File: src/design/asd_pkg.sv
/*
 * Constants, types and shared decode helpers of the address segment decoder.
 * Assumes a single 100 MHz core clock and a 32-bit APB register port.
 */
`default_nettype none

package asd_pkg;

	// ----------------------------------------------------------------
	// Widths
	// ----------------------------------------------------------------
	localparam int ASD_VA_W = 64;
	localparam int ASD_TAG_W = 8;
	localparam int ASD_OFS_W = 16;
	localparam int ASD_PADDR_W = 12;

	// ----------------------------------------------------------------
	// Types
	// ----------------------------------------------------------------
	typedef enum logic [1:0] {ASD_MAPPED, ASD_CACHED, ASD_UNCACHED, ASD_ADDR_ERR} asd_kind_t;
	typedef enum logic [1:0] {ASD_MODE_KERN, ASD_MODE_SUP, ASD_MODE_USER} asd_mode_t;

	// ----------------------------------------------------------------
	// Register offsets (byte addresses)
	// ----------------------------------------------------------------
	localparam logic [11:0] ASD_OFS_STATUS = 12'h000;
	localparam logic [11:0] ASD_OFS_TAG = 12'h004;
	localparam logic [11:0] ASD_OFS_IRQ_STAT = 12'h008;
	localparam logic [11:0] ASD_OFS_IRQ_MASK = 12'h00C;
	localparam logic [11:0] ASD_OFS_FAULT_LO = 12'h010;
	localparam logic [11:0] ASD_OFS_FAULT_HI = 12'h014;

	// ----------------------------------------------------------------
	// Status register fields
	// ----------------------------------------------------------------
	localparam int ASD_ST_W = 8;
	localparam int ASD_ST_EXL = 1;
	localparam int ASD_ST_ERL = 2;
	localparam int ASD_ST_PRIV_LSB = 3;
	localparam int ASD_ST_UX = 5;
	localparam int ASD_ST_SX = 6;
	localparam int ASD_ST_KX = 7;
	localparam logic [ASD_ST_W-1:0] ASD_ST_RST = 8'h04;
	localparam logic [ASD_TAG_W-1:0] ASD_TAG_RST = 8'h00;

	localparam logic [1:0] ASD_PRIV_KERN = 2'h0;
	localparam logic [1:0] ASD_PRIV_SUP = 2'h1;
	localparam logic [1:0] ASD_PRIV_USER = 2'h2;

	// ----------------------------------------------------------------
	// Interrupt status fields
	// ----------------------------------------------------------------
	localparam int ASD_IRQ_W = 3;
	localparam int ASD_IRQ_ADDR_ERR = 0;
	localparam int ASD_IRQ_OVERFLOW = 1;
	localparam int ASD_IRQ_EXC = 2;
	localparam logic [ASD_IRQ_W-1:0] ASD_IRQ_RST = 3'h0;

	// ----------------------------------------------------------------
	// Segment constants
	// ----------------------------------------------------------------
	localparam logic [2:0] ASD_TOP_CACHED = 3'h4;
	localparam logic [2:0] ASD_TOP_UNCACHED = 3'h5;
	localparam logic [2:0] ASD_TOP_SUPSEG = 3'h6;
	localparam logic [1:0] ASD_HI_USER = 2'h0;
	localparam logic [1:0] ASD_HI_SUP = 2'h1;
	localparam logic [1:0] ASD_HI_PHYS = 2'h2;
	localparam logic [1:0] ASD_HI_KERN = 2'h3;
	localparam logic [31:0] ASD_CACHED_BASE = 32'h8000_0000;
	localparam logic [31:0] ASD_UNCACHED_BASE = 32'hA000_0000;

	// ----------------------------------------------------------------
	// Helpers
	// ----------------------------------------------------------------
	// Mode from privilege field and level bits
	function automatic asd_mode_t asd_mode_of(input logic [1:0] priv, input logic exception_level_bit,
		input logic error_level_bit);
		if (exception_level_bit || error_level_bit || priv == ASD_PRIV_KERN)
			return ASD_MODE_KERN;
		else if (priv == ASD_PRIV_SUP)
			return ASD_MODE_SUP;
		else
			return ASD_MODE_USER;
	endfunction

	// Kernel 32-bit segment kind from the low word's top bits
	function automatic asd_kind_t asd_kern32_kind(input logic [2:0] top3);
		if (top3 == ASD_TOP_CACHED)
			return ASD_CACHED;
		else if (top3 == ASD_TOP_UNCACHED)
			return ASD_UNCACHED;
		else
			return ASD_MAPPED;
	endfunction

endpackage

`default_nettype wire

File: src/design/asd_decoder.sv
/*
 * Address segment decoder: effective address, mode, segment and APB registers.
 * Assumes request, exception and return strobes come from logic on CLK.
 * Every output is registered; a result follows its request by one cycle.
 * All inputs share CLK, so none of them passes a synchroniser.
 */
// The implementer's own choices: the APB slave port and the address map.
`timescale 1ns/10ps
`default_nettype none

module asd_decoder (
	// Clock and reset
	input wire logic CLK,
	input wire logic ARST_N,
	// APB slave
	input wire logic PSEL,
	input wire logic PENABLE,
	input wire logic PWRITE,
	input wire logic [asd_pkg::ASD_PADDR_W-1:0] PADDR,
	input wire logic [31:0] PWDATA,
	output logic [31:0] PRDATA,
	output logic PREADY,
	output logic PSLVERR,
	// Address request
	input wire logic REQ_VALID,
	input wire logic [63:0] REQ_BASE,
	input wire logic [asd_pkg::ASD_OFS_W-1:0] REQ_OFFSET,
	// Pipeline events
	input wire logic EXC_DETECT,
	input wire logic EXC_RETURN,
	// Decode result
	output logic RES_VALID,
	output asd_pkg::asd_kind_t RES_KIND,
	output logic [63:0] RES_VADDR,
	output logic [asd_pkg::ASD_TAG_W-1:0] RES_TAG,
	output logic [63:0] RES_PADDR,
	output logic RES_UNDEF,
	// Interrupt
	output logic IRQ
);
	import asd_pkg::*;

	// ----------------------------------------------------------------
	// State
	// ----------------------------------------------------------------
	logic [ASD_ST_W-1:0] status;
	logic [ASD_ST_W-1:0] next_status;
	logic [ASD_TAG_W-1:0] tag;
	logic [ASD_TAG_W-1:0] next_tag;
	logic [ASD_IRQ_W-1:0] irq_stat;
	logic [ASD_IRQ_W-1:0] next_irq_stat;
	logic [ASD_IRQ_W-1:0] irq_mask;
	logic [ASD_IRQ_W-1:0] next_irq_mask;
	logic [63:0] fault;
	logic [63:0] next_fault;
	logic [31:0] next_prdata;
	logic next_pready;
	logic next_pslverr;
	logic next_irq;
	logic next_res_valid;
	asd_kind_t next_res_kind;
	logic [63:0] next_res_vaddr;
	logic [ASD_TAG_W-1:0] next_res_tag;
	logic [63:0] next_res_paddr;
	logic next_res_undef;

	// ----------------------------------------------------------------
	// Effective address and mode
	// ----------------------------------------------------------------
	asd_mode_t mode;
	logic wide;
	logic [63:0] sum;
	logic [63:0] eff;
	logic ovf;
	asd_kind_t dec_kind;
	logic [63:0] dec_paddr;

	always_comb begin
		mode = asd_mode_of(status[ASD_ST_PRIV_LSB+:2], status[ASD_ST_EXL],
			status[ASD_ST_ERL]);
		unique case (mode)
			ASD_MODE_KERN: wide = status[ASD_ST_KX];
			ASD_MODE_SUP: wide = status[ASD_ST_SX];
			ASD_MODE_USER: wide = status[ASD_ST_UX];
			default: wide = 1'b0;
		endcase
	end

	// Sign-extended offset added at full width
	always_comb begin
		sum = REQ_BASE + {{48{REQ_OFFSET[15]}}, REQ_OFFSET};
		eff = wide ? sum : {{32{sum[31]}}, sum[31:0]};
		ovf = !wide && ((!REQ_OFFSET[15] && !REQ_BASE[31] && sum[31]) ||
			(REQ_OFFSET[15] && REQ_BASE[31] && !sum[31]));
	end

	asd_seg_decode u_seg (
		.mode(mode),
		.wide(wide),
		.error_level_bit(status[ASD_ST_ERL]),
		.vaddr(eff),
		.kind(dec_kind),
		.paddr(dec_paddr)
	);

	// ----------------------------------------------------------------
	// APB access decode
	// ----------------------------------------------------------------
	logic acc_done;
	logic wr_done;
	logic rd_done;
	logic setup;
	logic hit;
	logic [31:0] rd_word;
	logic wr_status;
	logic wr_tag;
	logic wr_mask;
	logic rd_irq_clr;

	always_comb begin
		setup = PSEL && !PENABLE;
		acc_done = PSEL && PENABLE && PREADY;
		wr_done = acc_done && PWRITE;
		rd_done = acc_done && !PWRITE;
		hit = 1'b1;
		rd_word = 32'h0000_0000;
		unique case (PADDR)
			ASD_OFS_STATUS: rd_word = {24'h000000, status};
			ASD_OFS_TAG: rd_word = {24'h000000, tag};
			ASD_OFS_IRQ_STAT: rd_word = {29'h0, irq_stat};
			ASD_OFS_IRQ_MASK: rd_word = {29'h0, irq_mask};
			ASD_OFS_FAULT_LO: rd_word = fault[31:0];
			ASD_OFS_FAULT_HI: rd_word = fault[63:32];
			default: hit = 1'b0;
		endcase
		wr_status = wr_done && PADDR == ASD_OFS_STATUS;
		wr_tag = wr_done && PADDR == ASD_OFS_TAG;
		wr_mask = wr_done && PADDR == ASD_OFS_IRQ_MASK;
		rd_irq_clr = rd_done && PADDR == ASD_OFS_IRQ_STAT;
	end

	// ----------------------------------------------------------------
	// Request events
	// ----------------------------------------------------------------
	logic addr_err_evt;
	logic ovf_evt;

	always_comb begin
		addr_err_evt = REQ_VALID && dec_kind == ASD_ADDR_ERR;
		ovf_evt = REQ_VALID && ovf;
	end

	// ----------------------------------------------------------------
	// APB answer
	// ----------------------------------------------------------------
	always_comb begin
		// Bus answer one cycle after setup
		next_pready = setup;
		next_prdata = (setup && !PWRITE && hit) ? rd_word : 32'h0000_0000;
		next_pslverr = setup && !hit;
	end

	always_ff @(posedge CLK or negedge ARST_N) begin
		if (!ARST_N) begin
			PRDATA <= 32'h0000_0000;
			PREADY <= 1'b0;
			PSLVERR <= 1'b0;
		end else begin
			PRDATA <= next_prdata;
			PREADY <= next_pready;
			PSLVERR <= next_pslverr;
		end
	end

	// ----------------------------------------------------------------
	// Status, tag and mask
	// ----------------------------------------------------------------
	always_comb begin
		next_status = status;
		if (wr_status)
			next_status = PWDATA[ASD_ST_W-1:0];
		// Return drops the error level first
		if (EXC_RETURN) begin
			if (status[ASD_ST_ERL])
				next_status[ASD_ST_ERL] = 1'b0;
			else
				next_status[ASD_ST_EXL] = 1'b0;
		end
		// Entry wins over write and return
		if (EXC_DETECT || addr_err_evt)
			next_status[ASD_ST_EXL] = 1'b1;

		next_tag = tag;
		if (wr_tag)
			next_tag = PWDATA[ASD_TAG_W-1:0];

		next_irq_mask = irq_mask;
		if (wr_mask)
			next_irq_mask = PWDATA[ASD_IRQ_W-1:0];
	end

	always_ff @(posedge CLK or negedge ARST_N) begin
		if (!ARST_N) begin
			status <= ASD_ST_RST;
			tag <= ASD_TAG_RST;
			irq_mask <= ASD_IRQ_RST;
		end else begin
			status <= next_status;
			tag <= next_tag;
			irq_mask <= next_irq_mask;
		end
	end

	// ----------------------------------------------------------------
	// Interrupt status
	// ----------------------------------------------------------------
	always_comb begin
		// Read clears only the bits it reported; new events win
		next_irq_stat = irq_stat;
		if (rd_irq_clr)
			next_irq_stat = irq_stat & ~PRDATA[ASD_IRQ_W-1:0];
		if (addr_err_evt)
			next_irq_stat[ASD_IRQ_ADDR_ERR] = 1'b1;
		if (ovf_evt)
			next_irq_stat[ASD_IRQ_OVERFLOW] = 1'b1;
		if (EXC_DETECT)
			next_irq_stat[ASD_IRQ_EXC] = 1'b1;
		next_irq = |(next_irq_stat & next_irq_mask);
	end

	always_ff @(posedge CLK or negedge ARST_N) begin
		if (!ARST_N) begin
			irq_stat <= ASD_IRQ_RST;
			IRQ <= 1'b0;
		end else begin
			irq_stat <= next_irq_stat;
			IRQ <= next_irq;
		end
	end

	// ----------------------------------------------------------------
	// Fault address
	// ----------------------------------------------------------------
	always_comb begin
		// Last address that raised an address error
		next_fault = addr_err_evt ? eff : fault;
	end

	always_ff @(posedge CLK or negedge ARST_N) begin
		if (!ARST_N)
			fault <= 64'h0000_0000_0000_0000;
		else
			fault <= next_fault;
	end

	// ----------------------------------------------------------------
	// Decode result
	// ----------------------------------------------------------------
	always_comb begin
		next_res_valid = REQ_VALID;
		next_res_kind = dec_kind;
		next_res_vaddr = eff;
		next_res_tag = (dec_kind == ASD_MAPPED) ? tag : ASD_TAG_RST;
		next_res_paddr = dec_paddr;
		next_res_undef = ovf_evt;
	end

	always_ff @(posedge CLK or negedge ARST_N) begin
		if (!ARST_N) begin
			RES_VALID <= 1'b0;
			RES_KIND <= ASD_MAPPED;
			RES_VADDR <= 64'h0000_0000_0000_0000;
			RES_TAG <= ASD_TAG_RST;
			RES_PADDR <= 64'h0000_0000_0000_0000;
			RES_UNDEF <= 1'b0;
		end else begin
			RES_VALID <= next_res_valid;
			RES_KIND <= next_res_kind;
			RES_VADDR <= next_res_vaddr;
			RES_TAG <= next_res_tag;
			RES_PADDR <= next_res_paddr;
			RES_UNDEF <= next_res_undef;
		end
	end

endmodule // asd_decoder

`default_nettype wire

File: src/design/asd_seg_decode.sv
/*
 * Combinational segment decode of one 64-bit virtual address.
 * Assumes the address is already sign extended when 32-bit decoding applies.
 */
`timescale 1ns/10ps
`default_nettype none

module asd_seg_decode (
	// Mode
	input wire asd_pkg::asd_mode_t mode,
	input wire logic wide,
	input wire logic error_level_bit,
	// Address
	input wire logic [63:0] vaddr,
	// Result
	output asd_pkg::asd_kind_t kind,
	output logic [63:0] paddr
);
	import asd_pkg::*;

	logic mid_zero;
	logic compat;
	logic [31:0] low_pa;

	always_comb begin
		mid_zero = (vaddr[61:40] == 22'h000000);
		compat = &vaddr[63:31];
		kind = ASD_ADDR_ERR;
		low_pa = 32'h0000_0000;
		unique case (mode)
			ASD_MODE_USER: begin
				if (!wide)
					kind = vaddr[31] ? ASD_ADDR_ERR : ASD_MAPPED;
				else
					kind = (vaddr[63:40] == 24'h000000) ? ASD_MAPPED : ASD_ADDR_ERR;
			end
			ASD_MODE_SUP: begin
				if (!wide) begin
					if (!vaddr[31])
						kind = ASD_MAPPED;
					else if (vaddr[31:29] == ASD_TOP_SUPSEG)
						kind = ASD_MAPPED;
					else
						kind = ASD_ADDR_ERR;
				end else begin
					if (vaddr[63:62] == ASD_HI_USER && mid_zero)
						kind = ASD_MAPPED;
					else if (vaddr[63:62] == ASD_HI_SUP && mid_zero)
						kind = ASD_MAPPED;
					else if (compat && vaddr[31:29] == ASD_TOP_SUPSEG)
						kind = ASD_MAPPED;
					else
						kind = ASD_ADDR_ERR;
				end
			end
			ASD_MODE_KERN: begin
				if (!wide) begin
					kind = asd_kern32_kind(vaddr[31:29]);
					if (!vaddr[31] && error_level_bit)
						kind = ASD_UNCACHED;
				end else begin
					unique case (vaddr[63:62])
						ASD_HI_USER: begin
							kind = mid_zero ? ASD_MAPPED : ASD_ADDR_ERR;
							if (error_level_bit && vaddr[63:31] == 33'h0)
								kind = ASD_UNCACHED;
						end
						ASD_HI_SUP:
							kind = mid_zero ? ASD_MAPPED : ASD_ADDR_ERR;
						ASD_HI_PHYS:
							kind = (vaddr[58:32] == 27'h0) ? ASD_CACHED : ASD_ADDR_ERR;
						ASD_HI_KERN: begin
							if (compat)
								kind = asd_kern32_kind(vaddr[31:29]);
							else if (mid_zero && !(&vaddr[39:31]))
								kind = ASD_MAPPED;
							else
								kind = ASD_ADDR_ERR;
						end
					endcase
				end
			end
			default: kind = ASD_ADDR_ERR;
		endcase
		// Unmapped physical address
		if (kind == ASD_CACHED && !(mode == ASD_MODE_KERN && wide && vaddr[63:62] == ASD_HI_PHYS))
			low_pa = vaddr[31:0] - ASD_CACHED_BASE;
		else if (kind == ASD_UNCACHED && vaddr[31])
			low_pa = vaddr[31:0] - ASD_UNCACHED_BASE;
		else if (kind != ASD_MAPPED && kind != ASD_ADDR_ERR)
			low_pa = vaddr[31:0];
		paddr = {32'h0000_0000, low_pa};
	end

endmodule // asd_seg_decode

`default_nettype wire

File: config.mk
export PLATFORM = sky130hd
export DESIGN_NAME = asd_decoder
export DESIGN_NICKNAME = d
export VERILOG_FILES = /design/src/design/asd_pkg.sv /design/src/design/asd_decoder.sv /design/src/design/asd_seg_decode.sv
export SDC_FILE = /design/constraint.sdc
export NUM_CORES = 1
export LEC_CHECK = 0
export BUFFER_PORTS_ARGS = -buffer_cell sky130_fd_sc_hd__buf_4
export CAP_MARGIN = 10
export CORE_ASPECT_RATIO = 0.75
export CORE_UTILIZATION = 30
export CTS_BUF_LIST = sky130_fd_sc_hd__clkbuf_16
export CTS_CLUSTER_SIZE = 8
export DETAILED_ROUTE_END_ITERATION = 6
export GPL_TIMING_DRIVEN = 1
export SYNTH_ARGS = -nofsm -noshare
export SYNTH_HDL_FRONTEND = slang
export SYNTH_SLANG_ARGS = --single-unit
File: constraint.sdc
create_clock -name CLK -period 3.6 [get_ports CLK]
set_input_delay 0.36 -clock CLK [delete_from_list [all_inputs] [get_ports CLK]]
set_output_delay 0.36 -clock CLK [all_outputs]
set_load 0.1 [all_outputs]
==> flow_summary.toml, run 1 <==
[detailed_routing]
dr.pass1.iters = 6
route.met2.wl_mm = 27.6
vias = 14700
drc = 0
ant_nets = 0
avgRoutedWirePerCell_microns = 21.7
viasPerCell = 5.17
routed_wl_mm = 61.7
top_layer_used = "met4"
wl_met3_mm = 4.01
drt-met1-wl_mm = 29.3
first_iter_violations = 1231

[sta]
setup_ws_ns = -1.03
setup_viol = 109
hold_viol = 0
hold_slack_ns = 0.0207
fin_crit_sh_pct = 128
worstMarginPinSlew_ns = 0.842
maxSlewViolCount = 0
maxSlewHeadroom_pct = 43.7
fin_crit_ns = 4.63
rsz0062_at_grt = "yes"
clock_skew_ns = 0.0196
fmax_ghz = 0.216

[synthesis]
yosysTopAreaCell = "dfrtp_1"
syn_area_per_cell_sq_um = 9.49
ys.flop_type = "dfrtp_1"
async_reset_ff_share_pct = 100
synthTopCellsByArea = "dfrtp_1 41%, ha_1 6.2%, nand2_1 4.1%"
synth.distinct_cells = 85
syn_inst = 1454
ys_seq_elements = 229
synth_edf_count = 0
yosys.area.top_type_share_pct = 41.3
ys_seq_area_share_pct = 41.5
yosysWarnings = 0
synth_area_sq_um = 13800

[placed_design]
placed_cell_area_sq_um = 20000
placed_cells = 2710
dp_slack_ns = -2.06
gp_congestion = 0.946
dp_hpwl_mm = 46.7
place.port_buffers = 250

[die]
die_w_microns = 250
die_h_microns = 188
core_area_sq_um = 45000
dieArea_sq_um = 46900
ios = 307
start_util_pct = 30.7
core.rowCount = 67

[finish]
drive_gt1_share_pct = 51.9
final_core_util_pct = 51.7
area_growth_pct = 68.7
layout.cells.non_filler = 2840
n_fill_cell = 4009
fin_nets = 2446
layout_commonest_cell = "buf_4"
num_antenna_cells = 0
fin_area_sq_um = 23300
layout_common_cells = "758 x buf_4, 228 x dfrtp_1, 140 x nand2_1"

[power]
pwr_density_cell_nw_per_um2 = 541
ir_worst_vdd_uv = 376
leakage_nw = 11.2

[grt]
grt_pass1_wl_mm = 91.3
grt_use_total_pct = 25.4
grt_pass1_vias = 14800
grt_max_degree = 88
overflow = 0
antenna_found_initial = 2

[clock_tree]
clock_latency_ns = 0.53
path_clk_slew_ns = 0.05
cts_sinks = 229
cts_made_buffers = 34
cts_buffer_depth = 3
htree_num_levels = 2
cts_tree = "yes"
cts_root_buf = "clkbuf_16"

[critical_path]
critPathMaxFanout = 5
worstSetupEndpointType = "register"
critPathKind = "input port to register"
arrival_ns = 5.02
startpoint_type = "input port"
cp.required_ns = 4.00

[job]
max_cap_violations = 0

[min_path]
hold_class = "input port to register"

[outcome]
outcome = "finished with violations"
violations = "negative setup slack"
[layer usage]
metal	up-vias	global-route usage, %
li1	6795	-
met5	-	0
met4	0	3.40
met3	61	4.25
met2	541	39.8
met1	7275	37.4
[registers in the layout, summed over array words and instances (netlist names), 8 cells and up]
register	count
RES_PADDR	32
PRDATA	32
tag	8
status	8
RES_TAG	8
fault	64
RES_VADDR	64
[cell type report]
class | count | area, sq um | share of cell area, %
clock buffers | 34 | 851 | 3.66
clock inverters | 11 | 92.6 | 0.398
inverters | 29 | 109 | 0.468
multi-input cells | 1125 | 9080 | 39.0
flip-flops and latches | 229 | 5730 | 24.6
well taps | 586 | 733 | 3.15
repair buffers | 826 | 6680 | 28.7
[report_power, final]
group	internal, mW	switching [mW]
Combinational	2.24	3.97
Clock	1.69	1.17
Sequential	3.18	0.339
[cell families after synthesis]
logic type                 count (synthesis)  synth area share [%]
and+or+nand+nor                          503                  17.6
AOI/OAI and AO/OA                        356                  17.1
DFF                                      229                  41.5
buffers and inverters                    132                  5.19
muxes                                    117                  9.21
adders and majority gates                 69                  6.31
xor gates and xnor gates                  47                  2.98
other                                      1                0.0272
[cell usage after synthesis (10+ instances only)]
cell type and count:
buf_2 25, nand4_1 47, and2_1 14, nor2b_1 25
a211oi_1 16, xor2_1 22, xnor2_1 25, mux2i_1 37
a221oi_1 11, buf_4 32, dfrtp_1 228, nand2_1 149
a21o_1 12, nor2b_2 10, a21oi_2 11, ha_1 68
o211ai_1 10, nor4_1 17, mux2_1 43, mux2_2 37
clkbuf_1 33, o31ai_1 11, inv_1 29, a21oi_1 108
o21ai_0 65, nand3_1 26, o21ai_1 21, or3_1 11
nor2_1 140, nor3_1 27
[critical path: stages]
cell and delay, ns:
buf_8 0.10, ha_4 0.24, a21oi_4 0.16, buf_6 0.14, o211ai_1 0.08, buf_4 0.18
a21oi_4 0.20, o221ai_2 0.16, buf_12 0.16, a221oi_4 0.26, xor2_2 0.16, nand4b_1 0.31
or4b_1 0.55, o31a_1 0.32, buf_4 0.15, o31ai_4 0.28, a211oi_2 0.15, a21oi_2 0.20
a21bo_4 0.23, buf_12 0.14, buf_8 0.12, nand2_4 0.05, a221o_1 0.32
[repair_timing]
action                                  4_1_cts  5_1_grt
resized for setup                           214      113
cloned                                        5        5
buffers inserted                             60       22
pin swaps                                    68       40
endpoints found under the hold margin        72        0
endpoints found under the setup margin      110      109
hold buffers                                  1        0
[stage by stage]
step / power, mW / setup TNS, ns
2_1_floorplan: 6.93 / -62.55
3_3_place_gp: 8.88 / -215.31
3_5_place_dp: 8.95 / -211.97
4_1_cts: 12.2 / -84.15
5_1_grt: 13.1 / -116.23
6_report: 12.6 / -101.65
[path summary, 6_finish.rpt]
path                            slack (ns)       endpoint  cells after the start     startpoint
worst max-delay path                 -1.03            IRQ                     23  REQ_OFFSET[6]
worst min-delay path                  0.02      RES_VALID                      1      REQ_VALID
worst max register to register       -0.90            IRQ                     18      status[2]
worst min register to register        0.50      fault[31]                      2      fault[31]
max in group asynchronous             2.26  RES_PADDR[23]                      3         ARST_N
min in group asynchronous             0.41   RES_VADDR[8]                      2         ARST_N
No activity file was read; power rests on OpenSTA's default activity.
==> run 2: changes to the inputs <==
--- a/config.mk
+++ b/config.mk
@@ -15,4 +15,5 @@
 export GPL_TIMING_DRIVEN = 1
 export SYNTH_ARGS = -nofsm -noshare
 export SYNTH_HDL_FRONTEND = slang
+export SYNTH_HIERARCHICAL = 1
 export SYNTH_SLANG_ARGS = --single-unit
==> run 2 against run 1 <==
Net effect: the run still ends with negative setup slack left; flip-flop and latch count increased by 32; critical path depth unchanged; die area rose by 0.55%; setup slack lost 0.23 ns; global-route usage decreased by 4.6 points.
==> flow_summary.toml, run 2 <==
[sta]
rsz0062_at_grt = "yes"
fin_crit_ns = 4.86
fmax_ghz = 0.206
fin_crit_sh_pct = 135
setup_ws_ns = -1.26
maxSlewHeadroom_pct = 30.3
maxSlewViolCount = 0
fin_setup_tns_ns = -128.11
worstMarginPinSlew_ns = 1.03
setup_viol = 109
hold_viol = 0
clock_skew_ns = 0.0158

[critical_path]
ff2ff_setup_slack_ns = -0.85
r2r_start = "status[2]"
cp_slowest_stage_delay_ns = 0.57
crit_buf_inv = 6
r2r_cells = 21
critPathMaxFanout = 9
startpoint_type = "input port"
crit_path_end = "fault[53]"
r2r-end = "fault[53]"
cp.required_ns = 4.01
arrival_ns = 5.27
cp.depth = 23
crit_family = "compound AO/OA/AOI/OAI gates"
worstSetupEndpointType = "register"
cp-startpoint = "REQ_OFFSET[7]"
crit_chain = "buf_4, ha_4, buf_4, nand4_1, buf_4, or4_4, a21oi_4, o31ai_4, a31o_1, a22oi_4, xnor2_1, o21ai_1, nand4_1, nor3_1, buf_4, a41oi_2, a22o_1, a22o_1, a21o_1, and3_4, buf_12, buf_12, mux2_4"
crit_top_cell = "buf_4"
critPathKind = "input port to register"
crit_path_top_delay_cell = "or4_4"

[finish]
n_fill_cell = 4235
num_antenna_cells = 0
area_growth_pct = 54.5
fin_nets = 2254
layout.cells.non_filler = 2644
drive_gt1_share_pct = 44.7
layout_commonest_cell = "buf_4"
layout_common_cells = "647 x buf_4, 260 x dfrtp_1, 190 x nand2_1"
final_core_util_pct = 47.4
top_regs = "RES_PADDR x64, RES_VADDR x64, fault x64"
register_area_sq_um = 6530
fin_area_sq_um = 21400
multi_input_area_sq_um = 7500

[outcome]
violations = "negative setup slack"
outcome = "finished with violations"

[detailed_routing]
avgRoutedWirePerCell_microns = 18.8
dr.pass1.iters = 5
drt-met1-wl_mm = 23.6
wl_met3_mm = 2.88
viasPerCell = 4.90
top_layer_used = "met4"
first_iter_violations = 727
routed_wl_mm = 49.6
vias = 12900
drc = 0
route.met2.wl_mm = 21.9
ant_nets = 0

[clock_tree]
cts_made_buffers = 39
cts_sinks = 261
cts_tree = "yes"
path_clk_slew_ns = 0.05
htree_num_levels = 2
cts_buffer_depth = 3
clock_latency_ns = 0.53
cts_root_buf = "clkbuf_16"

[die]
core_area_sq_um = 45200
dieArea_sq_um = 47100
die_h_microns = 188
start_util_pct = 30.7
ios = 307
die_w_microns = 250
core.rowCount = 67

[synthesis]
synth.distinct_cells = 91
async_reset_ff_share_pct = 100
ys.flop_type = "dfrtp_1"
syn_area_per_cell_sq_um = 10.0
yosys.area.top_type_share_pct = 46.9
ys_seq_area_share_pct = 47.1
synthTopCellsByArea = "dfrtp_1 47%, ha_1 6.2%, nand2_1 5.5%"
ys_seq_elements = 261
yosysMostFrequentCell = "dfrtp_1"
synth_edf_count = 0
syn_inst = 1387
synth_common_cells = "260 x dfrtp_1, 205 x nand2_1, 89 x a21oi_1, 88 x nor2_1, 69 x ha_1"
synth_area_sq_um = 13900
yosysWarnings = 6
yosysTopAreaCell = "dfrtp_1"

[placed_design]
dp_hpwl_mm = 38.7
placed_cells = 2557
gp_congestion = 0.912
place.port_buffers = 282
placed_cell_area_sq_um = 19300

[grt]
grt_use_total_pct = 20.8
grt_max_degree = 88
grt_pass1_wl_mm = 76.3
overflow = 0
grt_pass1_vias = 13300
antenna_found_initial = 0

[power]
ir_worst_vdd_uv = 332
pwr_density_cell_nw_per_um2 = 602
leakage_nw = 10.7

[job]
max_cap_violations = 0

[min_path]
holdCritStartpoint = "REQ_VALID"
hold_class = "input port to register"
## run 2: cell types whose count changed in the layout (fill, tap and decap cells not counted), sizes merged, moves of 26 or more
cell / delta
buf: -137
a21o: +33
and2: +32
nor2: -52
dfrtp: +32
nand2: +55
a21oi: -26
mux2: -54
## run 2: what timing repair did
action / CTS / global route
cloned: 4 / 0
resized for setup: 117 / 38
hold buffers: 1 / 0
setup endpoints to repair: 109 / 109
buffers inserted: 27 / 11
endpoints found under the hold margin: 68 / 0
pin swaps: 49 / 25
## run 2: per-layer routing
| metal | vias up | global-route usage [%] |
|---|---|---|
| li1 | 6165 | - |
| met1 | 6284 | 30.2 |
| met2 | 424 | 32.1 |
| met3 | 76 | 3.25 |
| met4 | 0 | 5.52 |
| met5 | - | 0 |
## run 2: cell families after synthesis
family | Yosys count | synth area share, %
compound gates | 318 | 15.7
mux | 69 | 5.69
xor+xnor | 51 | 3.22
other cells | 1 | 0.0270
fa+ha+maj | 70 | 6.37
simple gates | 493 | 17.4
buf+inv | 124 | 4.44
flops | 261 | 47.1
## run 2: cell type report
| class | count | share of cell area, % |
|---|---|---|
| multi-input combinational | 1034 | 35.0 |
| sequential | 261 | 30.5 |
| timing repair buffer | 686 | 25.6 |
| clock buffer | 39 | 4.55 |
| tap | 586 | 3.42 |
| inverter | 30 | 0.525 |
| clock inverter | 8 | 0.467 |
## run 2: where the power goes
group          switching (mW)  internal, mW  leakage, nW
combinational            3.88          1.82         6.89
clock                    1.28          1.93        0.530
sequential              0.397          3.58         3.29
## run 2: worst min-delay path by stage
stage,cells past startpoint,end,slack [ns]
floorplan,0,IRQ,0.06
global placement,1,RES_PADDR[41],0.35
detailed placement,1,RES_PADDR[41],0.35
CTS,1,RES_VALID,0.008
global route,1,RES_VALID,0.02
finish,1,RES_VALID,0.03
## run 2: through the flow
stage | power, mW | hold WS [ns] | worst slack (ns)
6_report | 12.9 | 0.0270 | -1.26
5_1_grt | 13.5 | 0.0165 | -1.47
4_1_cts | 12.9 | 0.00775 | -1.24
3_5_place_dp | 9.48 | 0.354 | -2.26
3_3_place_gp | 9.42 | 0.347 | -2.23
2_1_floorplan | 7.52 | 0.0644 | -1.39
